==> src/hw/cec_ctl_map.svh <==
// Purpose: register offsets, field positions and reset values
// Assumes: byte addresses on a 32-bit register bus
// Notes: definitions only
`ifndef CEC_CTL_MAP_SVH
`define CEC_CTL_MAP_SVH

`define CEC_OFS_ENABLE 8'h00
`define CEC_OFS_ADDR 8'h04
`define CEC_OFS_RESET 8'h08
`define CEC_OFS_RXEN 8'h0c
`define CEC_OFS_RXCFG1 8'h14
`define CEC_OFS_RXCFG2 8'h18
`define CEC_OFS_RXCFG3 8'h1c

`define CEC_BIT_MOD_EN 0
`define CEC_BIT_IDLE_RUN 1
`define CEC_BIT_SOFT_RST 0
`define CEC_BIT_RX_EN 0
`define CEC_BCAST_ADDR 4'hf

`define CEC_RST_ENABLE 2'h0
`define CEC_RST_ADDR 16'h0000
`define CEC_RST_RXCFG 32'h0000_0000
`define CEC_RX_SYNC_CYC 3'h3

`endif

==> src/hw/cec_ctl_pkg.sv <==
// Purpose: shared types of the control slice
// Assumes: map header holds the numbers
// Notes: none
`default_nettype none
package cec_ctl_pkg;

  typedef struct packed {
    logic        hit;
    logic        bcast;
    logic [3:0]  dest;
  } cec_ctl_hdr_t;

  typedef struct packed {
    logic        run;
    logic        soft_rst;
    logic        rx_en;
  } cec_ctl_ctrl_t;

  typedef enum logic [1:0] {
    CEC_RX_OFF  = 2'b00,
    CEC_RX_WAKE = 2'b01,
    CEC_RX_ON   = 2'b10,
    CEC_RX_STOP = 2'b11
  } cec_ctl_rx_st_t;

endpackage
`default_nettype wire

==> src/hw/cec_ctl_addr_match.sv <==
// Purpose: decides receive and acknowledge for a header destination
// Assumes: dest valid in the same cycle as the mask
// Notes: combinational
`timescale 1ns/100ps
`default_nettype none
`include "cec_ctl_map.svh"
module cec_ctl_addr_match
  import cec_ctl_pkg::*;
(
  input wire logic [15:0] mask_i,
  input wire logic [3:0] dest_i,
  output var cec_ctl_hdr_t hdr_o
);

  logic [15:0] hit_vec;

  // One compare per logical address
  genvar gi;
  generate
    for (gi = 0; gi < 16; gi++)
    begin : g_bit
      assign hit_vec[gi] = mask_i[gi] && (dest_i == 4'(gi));
    end
  endgenerate

  always_comb
  begin
    hdr_o.dest = dest_i;
    hdr_o.bcast = (dest_i == `CEC_BCAST_ADDR);
    hdr_o.hit = |hit_vec;
  end

endmodule
`default_nettype wire

==> src/hw/cec_ctl_rx_sync.sv <==
// Purpose: receiver start and stop with a settling delay
// Assumes: clock enable gates all state except kill_i, which clears it whatever ce_i is
// Notes: state shows the live receiver condition
`timescale 1ns/100ps
`default_nettype none
`include "cec_ctl_map.svh"
module cec_ctl_rx_sync
  import cec_ctl_pkg::*;
(
  input wire logic clk_sys_i,
  input wire logic sys_rst_i,
  input wire logic ce_i,
  input wire logic req_i,
  input wire logic kill_i,
  output logic running_o
);

  cec_ctl_rx_st_t st_r;
  logic [2:0] cnt_r;

  always_ff @(posedge clk_sys_i or posedge sys_rst_i)
  begin
    if (sys_rst_i)
    begin
      st_r <= CEC_RX_OFF;
      cnt_r <= 3'h0;
    end
    else if (kill_i)
    begin
      st_r <= CEC_RX_OFF;
      cnt_r <= 3'h0;
    end
    else if (ce_i)
    begin
      unique case (st_r)
        CEC_RX_OFF:
          if (req_i)
          begin
            st_r <= CEC_RX_WAKE;
            cnt_r <= `CEC_RX_SYNC_CYC;
          end
        CEC_RX_WAKE:
          if (!req_i)
            st_r <= CEC_RX_OFF;
          else if (cnt_r == 3'h1)
            st_r <= CEC_RX_ON;
          else
            cnt_r <= cnt_r - 3'h1;
        CEC_RX_ON:
          if (!req_i)
          begin
            st_r <= CEC_RX_STOP;
            cnt_r <= `CEC_RX_SYNC_CYC;
          end
        CEC_RX_STOP:
          if (req_i)
            st_r <= CEC_RX_ON;
          else if (cnt_r == 3'h1)
            st_r <= CEC_RX_OFF;
          else
            cnt_r <= cnt_r - 3'h1;
      endcase
    end
  end

  assign running_o = (st_r == CEC_RX_ON) || (st_r == CEC_RX_STOP);

endmodule
`default_nettype wire

==> src/hw/cec_ctl_top.sv <==
// Purpose: enable, address mask, soft reset and receive enable of a
//   single-wire control bus transceiver, over AXI4-Lite
// Assumes: one write and one read at a time; inputs synchronous
// Notes:
`timescale 1ns/100ps
`default_nettype none
`include "cec_ctl_map.svh"
module cec_ctl_top
  import cec_ctl_pkg::*;
(
  input wire logic clk_sys_i,
  input wire logic sys_rst_i,
  input wire logic ce_i,
  input wire logic idle_mode_i,
  input wire logic [7:0] s_axi_awaddr,
  input wire logic s_axi_awvalid,
  output logic s_axi_awready,
  input wire logic [31:0] s_axi_wdata,
  input wire logic [3:0] s_axi_wstrb,
  input wire logic s_axi_wvalid,
  output logic s_axi_wready,
  output logic [1:0] s_axi_bresp,
  output logic s_axi_bvalid,
  input wire logic s_axi_bready,
  input wire logic [7:0] s_axi_araddr,
  input wire logic s_axi_arvalid,
  output logic s_axi_arready,
  output logic [31:0] s_axi_rdata,
  output logic [1:0] s_axi_rresp,
  output logic s_axi_rvalid,
  input wire logic s_axi_rready,
  input wire logic hdr_valid_i,
  input wire logic [3:0] hdr_dest_i,
  output logic mod_clk_en_o,
  output logic soft_rst_o,
  output logic rx_run_o,
  output logic [31:0] rx_config_1_o,
  output logic [31:0] rx_config_2_o,
  output logic [31:0] rx_config_3_o,
  output logic hdr_accept_o,
  output logic hdr_ack_o
);

  logic module_enable_r;
  logic idle_run_enable_r;
  logic [15:0] own_address_mask_r;
  logic receive_enable_r;
  logic [31:0] rx_cfg_r [3];
  logic soft_rst_r;
  logic aw_got_r, w_got_r;
  logic [7:0] aw_addr_r;
  logic [31:0] w_data_r;
  logic [3:0] w_strb_r;
  logic wr_go, rd_go, soft_pulse, run_en;
  logic rx_running;
  logic [31:0] rd_nxt;
  logic rd_ok_nxt, wr_ok;
  cec_ctl_hdr_t hdr;

  // idle mode stops unless idle-run set
  assign run_en = ce_i && module_enable_r &&
                  (!idle_mode_i || idle_run_enable_r);

  // Write address and data captured in either order
  always_ff @(posedge clk_sys_i or posedge sys_rst_i)
  begin
    if (sys_rst_i)
    begin
      aw_got_r <= 1'b0;
      w_got_r <= 1'b0;
      aw_addr_r <= 8'h00;
      w_data_r <= 32'h0000_0000;
      w_strb_r <= 4'h0;
    end
    else if (ce_i)
    begin
      if (s_axi_awvalid && s_axi_awready)
      begin
        aw_got_r <= 1'b1;
        aw_addr_r <= s_axi_awaddr;
      end
      else if (wr_go)
        aw_got_r <= 1'b0;
      if (s_axi_wvalid && s_axi_wready)
      begin
        w_got_r <= 1'b1;
        w_data_r <= s_axi_wdata;
        w_strb_r <= s_axi_wstrb;
      end
      else if (wr_go)
        w_got_r <= 1'b0;
    end
  end

  assign wr_go = aw_got_r && w_got_r && !s_axi_bvalid;

  // Ready flags registered from the next handshake state
  always_ff @(posedge clk_sys_i or posedge sys_rst_i)
  begin
    if (sys_rst_i)
    begin
      s_axi_awready <= 1'b0;
      s_axi_wready <= 1'b0;
      s_axi_arready <= 1'b0;
    end
    else if (ce_i)
    begin
      s_axi_awready <= !(s_axi_awvalid && s_axi_awready) && !aw_got_r &&
                       !wr_go && !(s_axi_bvalid && !s_axi_bready);
      s_axi_wready <= !(s_axi_wvalid && s_axi_wready) && !w_got_r &&
                      !wr_go && !(s_axi_bvalid && !s_axi_bready);
      s_axi_arready <= !(s_axi_arvalid && s_axi_arready) &&
                       !(s_axi_rvalid && !s_axi_rready);
    end
  end

  always_comb
  begin
    unique case (aw_addr_r)
      `CEC_OFS_ENABLE, `CEC_OFS_ADDR, `CEC_OFS_RESET, `CEC_OFS_RXEN,
      `CEC_OFS_RXCFG1, `CEC_OFS_RXCFG2, `CEC_OFS_RXCFG3:
        wr_ok = 1'b1;
      default:
        wr_ok = 1'b0;
    endcase
  end

  // reset pulse straight from the write
  assign soft_pulse = wr_go && (aw_addr_r == `CEC_OFS_RESET) &&
                      w_strb_r[0] && w_data_r[`CEC_BIT_SOFT_RST];

  always_ff @(posedge clk_sys_i or posedge sys_rst_i)
  begin
    if (sys_rst_i)
    begin
      s_axi_bvalid <= 1'b0;
      s_axi_bresp <= 2'b00;
    end
    else if (ce_i)
    begin
      if (wr_go)
      begin
        s_axi_bvalid <= 1'b1;
        s_axi_bresp <= wr_ok ? 2'b00 : 2'b10;
      end
      else if (s_axi_bready)
        s_axi_bvalid <= 1'b0;
    end
  end

  // Enable register: never touched by soft reset
  // enable survives soft reset
  // both bits written in one access
  always_ff @(posedge clk_sys_i or posedge sys_rst_i)
  begin
    if (sys_rst_i)
    begin
      module_enable_r <= 1'b0;
      idle_run_enable_r <= 1'b0;
    end
    else if (ce_i && wr_go && aw_addr_r == `CEC_OFS_ENABLE && w_strb_r[0])
    begin
      module_enable_r <= w_data_r[`CEC_BIT_MOD_EN];
      idle_run_enable_r <= w_data_r[`CEC_BIT_IDLE_RUN];
    end
  end

  // Other registers: written only while running; soft reset clears them whenever ce_i is high
  // settings held while disabled
  always_ff @(posedge clk_sys_i or posedge sys_rst_i)
  begin
    if (sys_rst_i)
    begin
      own_address_mask_r <= `CEC_RST_ADDR;
      receive_enable_r <= 1'b0;
      for (int i = 0; i < 3; i++)
        rx_cfg_r[i] <= `CEC_RST_RXCFG;
    end
    else if (ce_i && soft_pulse)
    begin
      own_address_mask_r <= `CEC_RST_ADDR;
      receive_enable_r <= 1'b0;
      for (int i = 0; i < 3; i++)
        rx_cfg_r[i] <= `CEC_RST_RXCFG;
    end
    else if (run_en && wr_go)
    begin
      unique case (aw_addr_r)
        `CEC_OFS_ADDR:
        begin
          if (w_strb_r[0])
            own_address_mask_r[7:0] <= w_data_r[7:0];
          if (w_strb_r[1])
            own_address_mask_r[15:8] <= w_data_r[15:8];
        end
        `CEC_OFS_RXEN:
          if (w_strb_r[0])
            receive_enable_r <= w_data_r[`CEC_BIT_RX_EN];
        `CEC_OFS_RXCFG1, `CEC_OFS_RXCFG2, `CEC_OFS_RXCFG3:
          for (int b = 0; b < 4; b++)
            if (w_strb_r[b])
              rx_cfg_r[2'((aw_addr_r - `CEC_OFS_RXCFG1) >> 2)][b*8 +: 8]
                <= w_data_r[b*8 +: 8];
        default:
        begin
        end
      endcase
    end
  end

  cec_ctl_rx_sync u_rx_sync (
    .clk_sys_i(clk_sys_i),
    .sys_rst_i(sys_rst_i),
    .ce_i(run_en),
    .req_i(receive_enable_r),
    .kill_i(ce_i && soft_pulse),
    .running_o(rx_running)
  );

  cec_ctl_addr_match u_match (
    .mask_i(own_address_mask_r),
    .dest_i(hdr_dest_i),
    .hdr_o(hdr)
  );

  // Read path
  // unused bits read zero
  always_comb
  begin
    rd_nxt = 32'h0000_0000;
    rd_ok_nxt = 1'b1;
    unique case (s_axi_araddr)
      `CEC_OFS_ENABLE:
      begin
        rd_nxt[`CEC_BIT_MOD_EN] = module_enable_r;
        rd_nxt[`CEC_BIT_IDLE_RUN] = idle_run_enable_r;
      end
      `CEC_OFS_ADDR:
        rd_nxt[15:0] = own_address_mask_r;
      `CEC_OFS_RESET:
        rd_nxt = 32'h0000_0000;
      `CEC_OFS_RXEN:
        rd_nxt[`CEC_BIT_RX_EN] = rx_running;
      `CEC_OFS_RXCFG1:
        rd_nxt = rx_cfg_r[0];
      `CEC_OFS_RXCFG2:
        rd_nxt = rx_cfg_r[1];
      `CEC_OFS_RXCFG3:
        rd_nxt = rx_cfg_r[2];
      default:
        rd_ok_nxt = 1'b0;
    endcase
  end

  always_ff @(posedge clk_sys_i or posedge sys_rst_i)
  begin
    if (sys_rst_i)
    begin
      s_axi_rvalid <= 1'b0;
      s_axi_rdata <= 32'h0000_0000;
      s_axi_rresp <= 2'b00;
    end
    else if (ce_i)
    begin
      if (s_axi_arvalid && s_axi_arready)
      begin
        s_axi_rvalid <= 1'b1;
        s_axi_rdata <= rd_nxt;
        s_axi_rresp <= rd_ok_nxt ? 2'b00 : 2'b10;
      end
      else if (s_axi_rready)
        s_axi_rvalid <= 1'b0;
    end
  end

  // Registered outputs toward the rest of the transceiver
  always_ff @(posedge clk_sys_i or posedge sys_rst_i)
  begin
    if (sys_rst_i)
    begin
      mod_clk_en_o <= 1'b0;
      soft_rst_o <= 1'b0;
      rx_run_o <= 1'b0;
      rx_config_1_o <= `CEC_RST_RXCFG;
      rx_config_2_o <= `CEC_RST_RXCFG;
      rx_config_3_o <= `CEC_RST_RXCFG;
      hdr_accept_o <= 1'b0;
      hdr_ack_o <= 1'b0;
    end
    else if (ce_i)
    begin
      mod_clk_en_o <= run_en;
      soft_rst_o <= soft_pulse;
      rx_run_o <= rx_running && !soft_pulse;
      rx_config_1_o <= rx_cfg_r[0];
      rx_config_2_o <= rx_cfg_r[1];
      rx_config_3_o <= rx_cfg_r[2];
      hdr_accept_o <= hdr_valid_i && run_en && rx_running &&
                      (hdr.bcast || hdr.hit);
      // broadcast ack only with bit 15
      hdr_ack_o <= hdr_valid_i && run_en && rx_running && hdr.hit;
    end
  end

endmodule
`default_nettype wire

==> config.mk <==
export PLATFORM = sky130hd
export DESIGN_NAME = cec_ctl_top
export DESIGN_NICKNAME = d
export VERILOG_FILES = /design/src/hw/cec_ctl_pkg.sv /design/src/hw/cec_ctl_addr_match.sv /design/src/hw/cec_ctl_rx_sync.sv /design/src/hw/cec_ctl_top.sv
export VERILOG_INCLUDE_DIRS = /design/src /design/src/hw
export SDC_FILE = /design/constraint.sdc
export NUM_CORES = 1
export LEC_CHECK = 0
export BUFFER_PORTS_ARGS = -buffer_cell sky130_fd_sc_hd__buf_2
export CORE_AREA = 2 2 214 216
export DETAILED_ROUTE_END_ITERATION = 8
export DIE_AREA = 0 0 216 218
export GPL_ROUTABILITY_DRIVEN = 0
export GPL_TIMING_DRIVEN = 0
export HOLD_SLACK_MARGIN = 0.12
export SETUP_SLACK_MARGIN = 0.3
export SLEW_MARGIN = 20
export SYNTH_ARGS = -nofsm -noshare
export SYNTH_HDL_FRONTEND = slang
export SYNTH_SLANG_ARGS = --single-unit
export TNS_END_PERCENT = 100
==> constraint.sdc <==
create_clock -name clk_sys_i -period 10.6 [get_ports clk_sys_i]
set_input_delay 1.06 -clock clk_sys_i [delete_from_list [all_inputs] [get_ports clk_sys_i]]
set_output_delay 1.06 -clock clk_sys_i [all_outputs]
set_load 0.005 [all_outputs]
After elaboration in Yosys (flattened, before gate mapping):

Index checks and enable logic that the tools add are counted.
W data, S select, Z words.

* add/sub/neg operators: 2
* magnitude comparators: 2
* eq/ne operators: 37
* multiplexer cells: 69
* bitwise logic cells: 1
* reductions and logical operators: 95

Operators by type and width (number)
* $mux W96: 16
* $bwmux W96: 4
* $demux W32 S2: 4
* $mux W16: 4
* $pmux W14 S4: 1
* $eq A8 B5 Y1 const B: 6
* $pmux W16 S3: 1
* $logic_and A1 B1 Y1: 46
* $eq A4 B4 Y1 const B: 8
* $eq A8 B4 Y1 const B: 4
* $mux W32: 1
* $mux W24: 1
* $mux W8: 3
* $reduce_bool A2 Y1: 11
* $mux W3: 7
* $mux W2: 10
* $reduce_and A2 Y1: 9
* $eq A4 B3 Y1 const B: 4
* $eq A8 B3 Y1 const B: 2
* $logic_not A8 Y1: 2
* $reduce_or A16 Y1: 1
* $reduce_or A7 Y1: 2
* $logic_not A1 Y1: 13
* $mux W1: 13
* other kinds (22): 33

* register bits: 308
* bits of input ports: 66
* output and inout port bits: 142
* word-level logic and storage cells: 237

Logic depth before layout (Yosys ltp):

* word-level depth: 26
* gate-level depth with buffers: 8
* gate-level depth less buffers: 6

Cells and area by module:

From an unflattened synthesis, not the netlist that was laid out.

* cell total of the unflattened synthesis: 1097
* area total of the unflattened synthesis: 13206.4 µm²

By module, submodules not included
* cec_ctl_top: times used 1, cells an instance 1054, area each 12707.2 µm², seq. area each 7532.2 µm²
* cec_ctl_rx_sync: times used 1, cells an instance 31, area each 324.1 µm², seq. area each 125.1 µm²
* cec_ctl_addr_match: times used 1, cells an instance 12, area each 175.2 µm², seq. area each 0.0 µm²

Worst setup path after synthesis:

Ideal clock, no wire load.

* path type: input to register
* start: in s_axi_araddr[1]
* end: reg s_axi_rdata[31]
* setup time: 83 ps
* data arrival time: 2663 ps
* data required time: 10517 ps
* path slack: 7853 ps
* cell stages on the path: 6
* buffers on the path: 2
* cells stage by stage: or4_1 clkbuf_1 nor4b_2 buf_2 a222oi_1 o21ai_0

* cells in the longest elaborated chain, start to end: 2
* elaborated cells between the ends (all ways): 4
* classes of those cells: eq/ne: 3; mux: 1

Ends and longest elaborated chain
* start: declaration: RTL line cec_ctl_top.sv:25 `input wire logic [7:0] s_axi_araddr,`
* $eq A8 B5 Y1: RTL line cec_ctl_top.sv:232 `unique case (s_axi_araddr)`
* $pmux W16 S3 (*): RTL line cec_ctl_top.sv:232
* end signal: assignment: RTL line cec_ctl_top.sv:268 `s_axi_rdata <= rd_nxt;`
* end: declaration: RTL line cec_ctl_top.sv:28 `output logic [31:0] s_axi_rdata,`

Mark *: on every way between the ends. The rest lies on a longest branch, timed or not.
A chain may end at the register's enable or synchronous reset.

Worst setup path in the final report:

* start: in ce_i
* end: reg s_axi_rdata[9]

* cells in the longest elaborated chain, start to end: 1

Ends and longest elaborated chain
* start: declaration: RTL line cec_ctl_top.sv:13 `input wire logic ce_i,`
* $reduce_and A2 Y1 (no line)

Every way passes these cells.

==> results.cfg <==
[final_layout]
finish.utilization_pct = 36.5
syn_to_final_growth_pct = 23.4
layout.cells.non_filler = 1949
layout_commonest_cell = dfrtp_1
nets = 1386
layout_common_cells = dfrtp_1, buf_2, mux2_2, nand2_1, mux2i_1
drive_gt1_share_pct = 33.6

[timing]
clock_skew_ns = 0.0159
worstMarginPinSlew_ns = 1.11
hold_violations = 0
setup_viol = 0
period_needed_ns = 3.48
rsz0062_at_grt = no
slew_violations = 0
max_freq_mhz = 288
hold_ws_ns = 0.479
maxSlewHeadroom_pct = 25.3
finalCritPeriodShare_pct = 32.8

[hold_path]
hold_path_end = s_axi_rdata[26]
worstHoldStart = s_axi_rdata[26]
hold_class = register to register
whs_path_depth = 2

[die]
dieHeight_um = 218
dieWidth_um = 216
row_count = 78
io_pins = 208
core_area_um2 = 44900
start_util_pct = 29.6
die-area_um2 = 47100

[global_routing]
grt_overflow_total = 0
gr-usage-all-layers_pct = 17.9
antenna_found_initial = 8
grt_max_degree = 105
grt_pass1_wl_um = 63900
first_global_vias = 9958

[setup_path]
crit_path_max_fanout = 10
r2r_setup_slack_ns = 7.77
reg2reg_depth = 5
r2r-start = aw_addr_r[2]
crit_required_ns = 11.04
slowest_stage = nor3_2
end_kind = register
worstPathArrival_ns = 3.91
critPathLaunchType = primary input
worstPathCellList = buf_2 > clkbuf_1 > nand3_1 > clkbuf_1 > nor3_2 > o21ai_0 > o21ai_0
regToRegEndpoint = rx_cfg_r[5]
worstSetupPathType = primary input to register
slowest_delay_ns = 0.62

[logic_synthesis]
synth-edff-count = 0
synth.distinct_cells = 63
synth_cells = 1074
syn_area_um2 = 13300
ys.flop_type = dfrtp_1
synth-seq-cells = 306
synthArstFlopShare_pct = 100
ys_seq_area_share_pct = 57.7
synth.avg_cell_area_um2 = 12.4
yosysWarnings = 0

[clocking]
h-tree-depth = 2
clock_path_buffers = 3
cts_setup_buffers = 0
cts.sinks = 306
cts_buffers = 35
insertion_delay_ns = 0.53
cts_root_buf = clkbuf_16
cts_resized = 0
tritoncts = built
holdBufCountCts = 0
clk_pin_slew_worst_paths_ns = 0.06

[route]
drc = 0
wl_per_cell_um = 21.8
wl_um = 42500
drt_iter0_markers = 665
drtPass1Iterations = 5
via_per_inst = 4.94
antenna_left = 0
via_count = 9621

[pwr]
vdd_ir_drop_max_v = 0.0000972
switching_share_pct = 27.6
p_leak_nw = 8.42
netSwitchingPower_w = 0.000842
power.density_nw_per_um2 = 186
clock_power_share_pct = 41.4
seq_power_share_pct = 44.5
internal_power_w = 0.00221
pwr-share-comb_pct = 14.1

[placement]
dp.final_hpwl_um = 30900
port_buffers = 202
place_inst = 1881

[job]
maxCapViolCount = 0

[status]
outcome = finished, final reports clean
==> critical path: cells and delay by family <==
kind	cells	cell delay [ns]
buffers and inverters	3	1.06
AOI/OAI and AO/OA	2	0.92
and+or+nand+nor	2	0.85
==> power groups by stage <==
stage	Combinational [W]	Sequential, W	Clock (W)
6_report	0.000429	0.00136	0.00126
5_1_grt	0.000474	0.00137	0.00133
4_1_cts	0.000435	0.00136	0.00129
3_5_place_dp	0.000435	0.00138	0
3_3_place_gp	0.000418	0.00137	0
2_1_floorplan	0.000293	0.00135	0
==> cells by family (layout without fill, tap and decap cells) <==
family                     count (synthesis)  count (layout)  share of synthesized area (%)
AOI/OAI and AO/OA                        127             127                           7.04
buffers and inverters                    104             373                           3.20
DFF                                      306             306                           57.7
other                                      1               7                         0.0283
adders and majority gates                  2               2                          0.189
xor gates and xnor gates                   1               1                         0.0660
and+or+nand+nor                          270             270                           10.5
muxes                                    263             263                           21.3
==> synthesized netlist by cell type (all sizes together) (2+ instances only) <==
cell type	instances	area share, %
a22o	17	1.1
nor2	12	0.36
nor3b	5	0.28
a21oi	14	0.53
and2	7	0.33
inv	38	1.1
or4	6	0.37
and3	12	0.57
o21ai	33	1.2
nand4b	3	0.20
o211ai	2	0.11
nor4b	3	0.29
a221o	8	0.60
or3	2	0.094
o2bb2ai	7	0.46
nor4	7	0.72
nor2b	4	0.19
nand4	23	1.2
a211oi	3	0.17
nand2	152	4.3
mux2i	109	8.2
a22oi	10	0.57
nand3	12	0.45
o31ai	8	0.45
nor3	9	0.38
nand3b	2	0.11
clkbuf	51	1.5
and3b	3	0.20
or2	4	0.21
mux2	154	13
a222oi	16	1.2
buf	15	0.67
ha	2	0.19
nand2b	2	0.094
dfrtp	306	58
==> flip-flops by register name, summed over array words and instances (netlist names), 8 cells and up <==
name                flops
s_axi_rdata            32
rx_config_3_o          32
rx_cfg_r               96
own_address_mask_r     16
rx_config_1_o          32
rx_config_2_o          32
w_data_r               32
aw_addr_r               8
==> worst max-delay path by stage <==
stage,from,end,slack [ns],cells after the start
2_1_floorplan,sys_rst_i,aw_addr_r[0],1.08,1
3_3_place_gp,sys_rst_i,rx_config_2_o[22],-2.54,2
3_5_place_dp,ce_i,s_axi_rdata[9],6.55,7
4_1_cts,ce_i,s_axi_rdata[9],7.09,7
5_1_grt,ce_i,s_axi_rdata[9],6.98,7
6_report,ce_i,s_axi_rdata[9],7.12,7
==> through the flow <==
stage               power (W)  worst slack (ns)  TNS [ns]  area, µm²
CTS                   0.00308              7.09         0      16400
global placement      0.00179             -2.54   -769.03      15000
floorplan             0.00165              1.08         0      13300
detailed placement    0.00181              6.55         0      15200
finish                0.00305              7.12         0      16400
global route          0.00318              6.98         0      16400
==> layer usage <==
| layer | vias to the layer above | GRT usage [%] | share of wire (%) |
|---|---|---|---|
| met5 | - | 0 | 0.064 |
| met1 | 4894 | 23.7 | 44 |
| met3 | 67 | 4.73 | 7.2 |
| li1 | 4360 | - | - |
| met2 | 296 | 28.7 | 46 |
| met4 | 4 | 5.96 | 2.7 |
==> final cells by class <==
class / count / area, µm²
Fill cell: 4449 / 28500
Sequential cell: 306 / 7660
Multi-Input combinational cell: 665 / 5220
Timing Repair Buffer: 206 / 1100
Clock buffer: 48 / 1010
Tap cell: 600 / 751
Buffer: 66 / 282
Clock inverter: 15 / 200
Inverter: 38 / 150
Antenna cell: 5 / 12.5
Power figures use the tool's default switching activity.
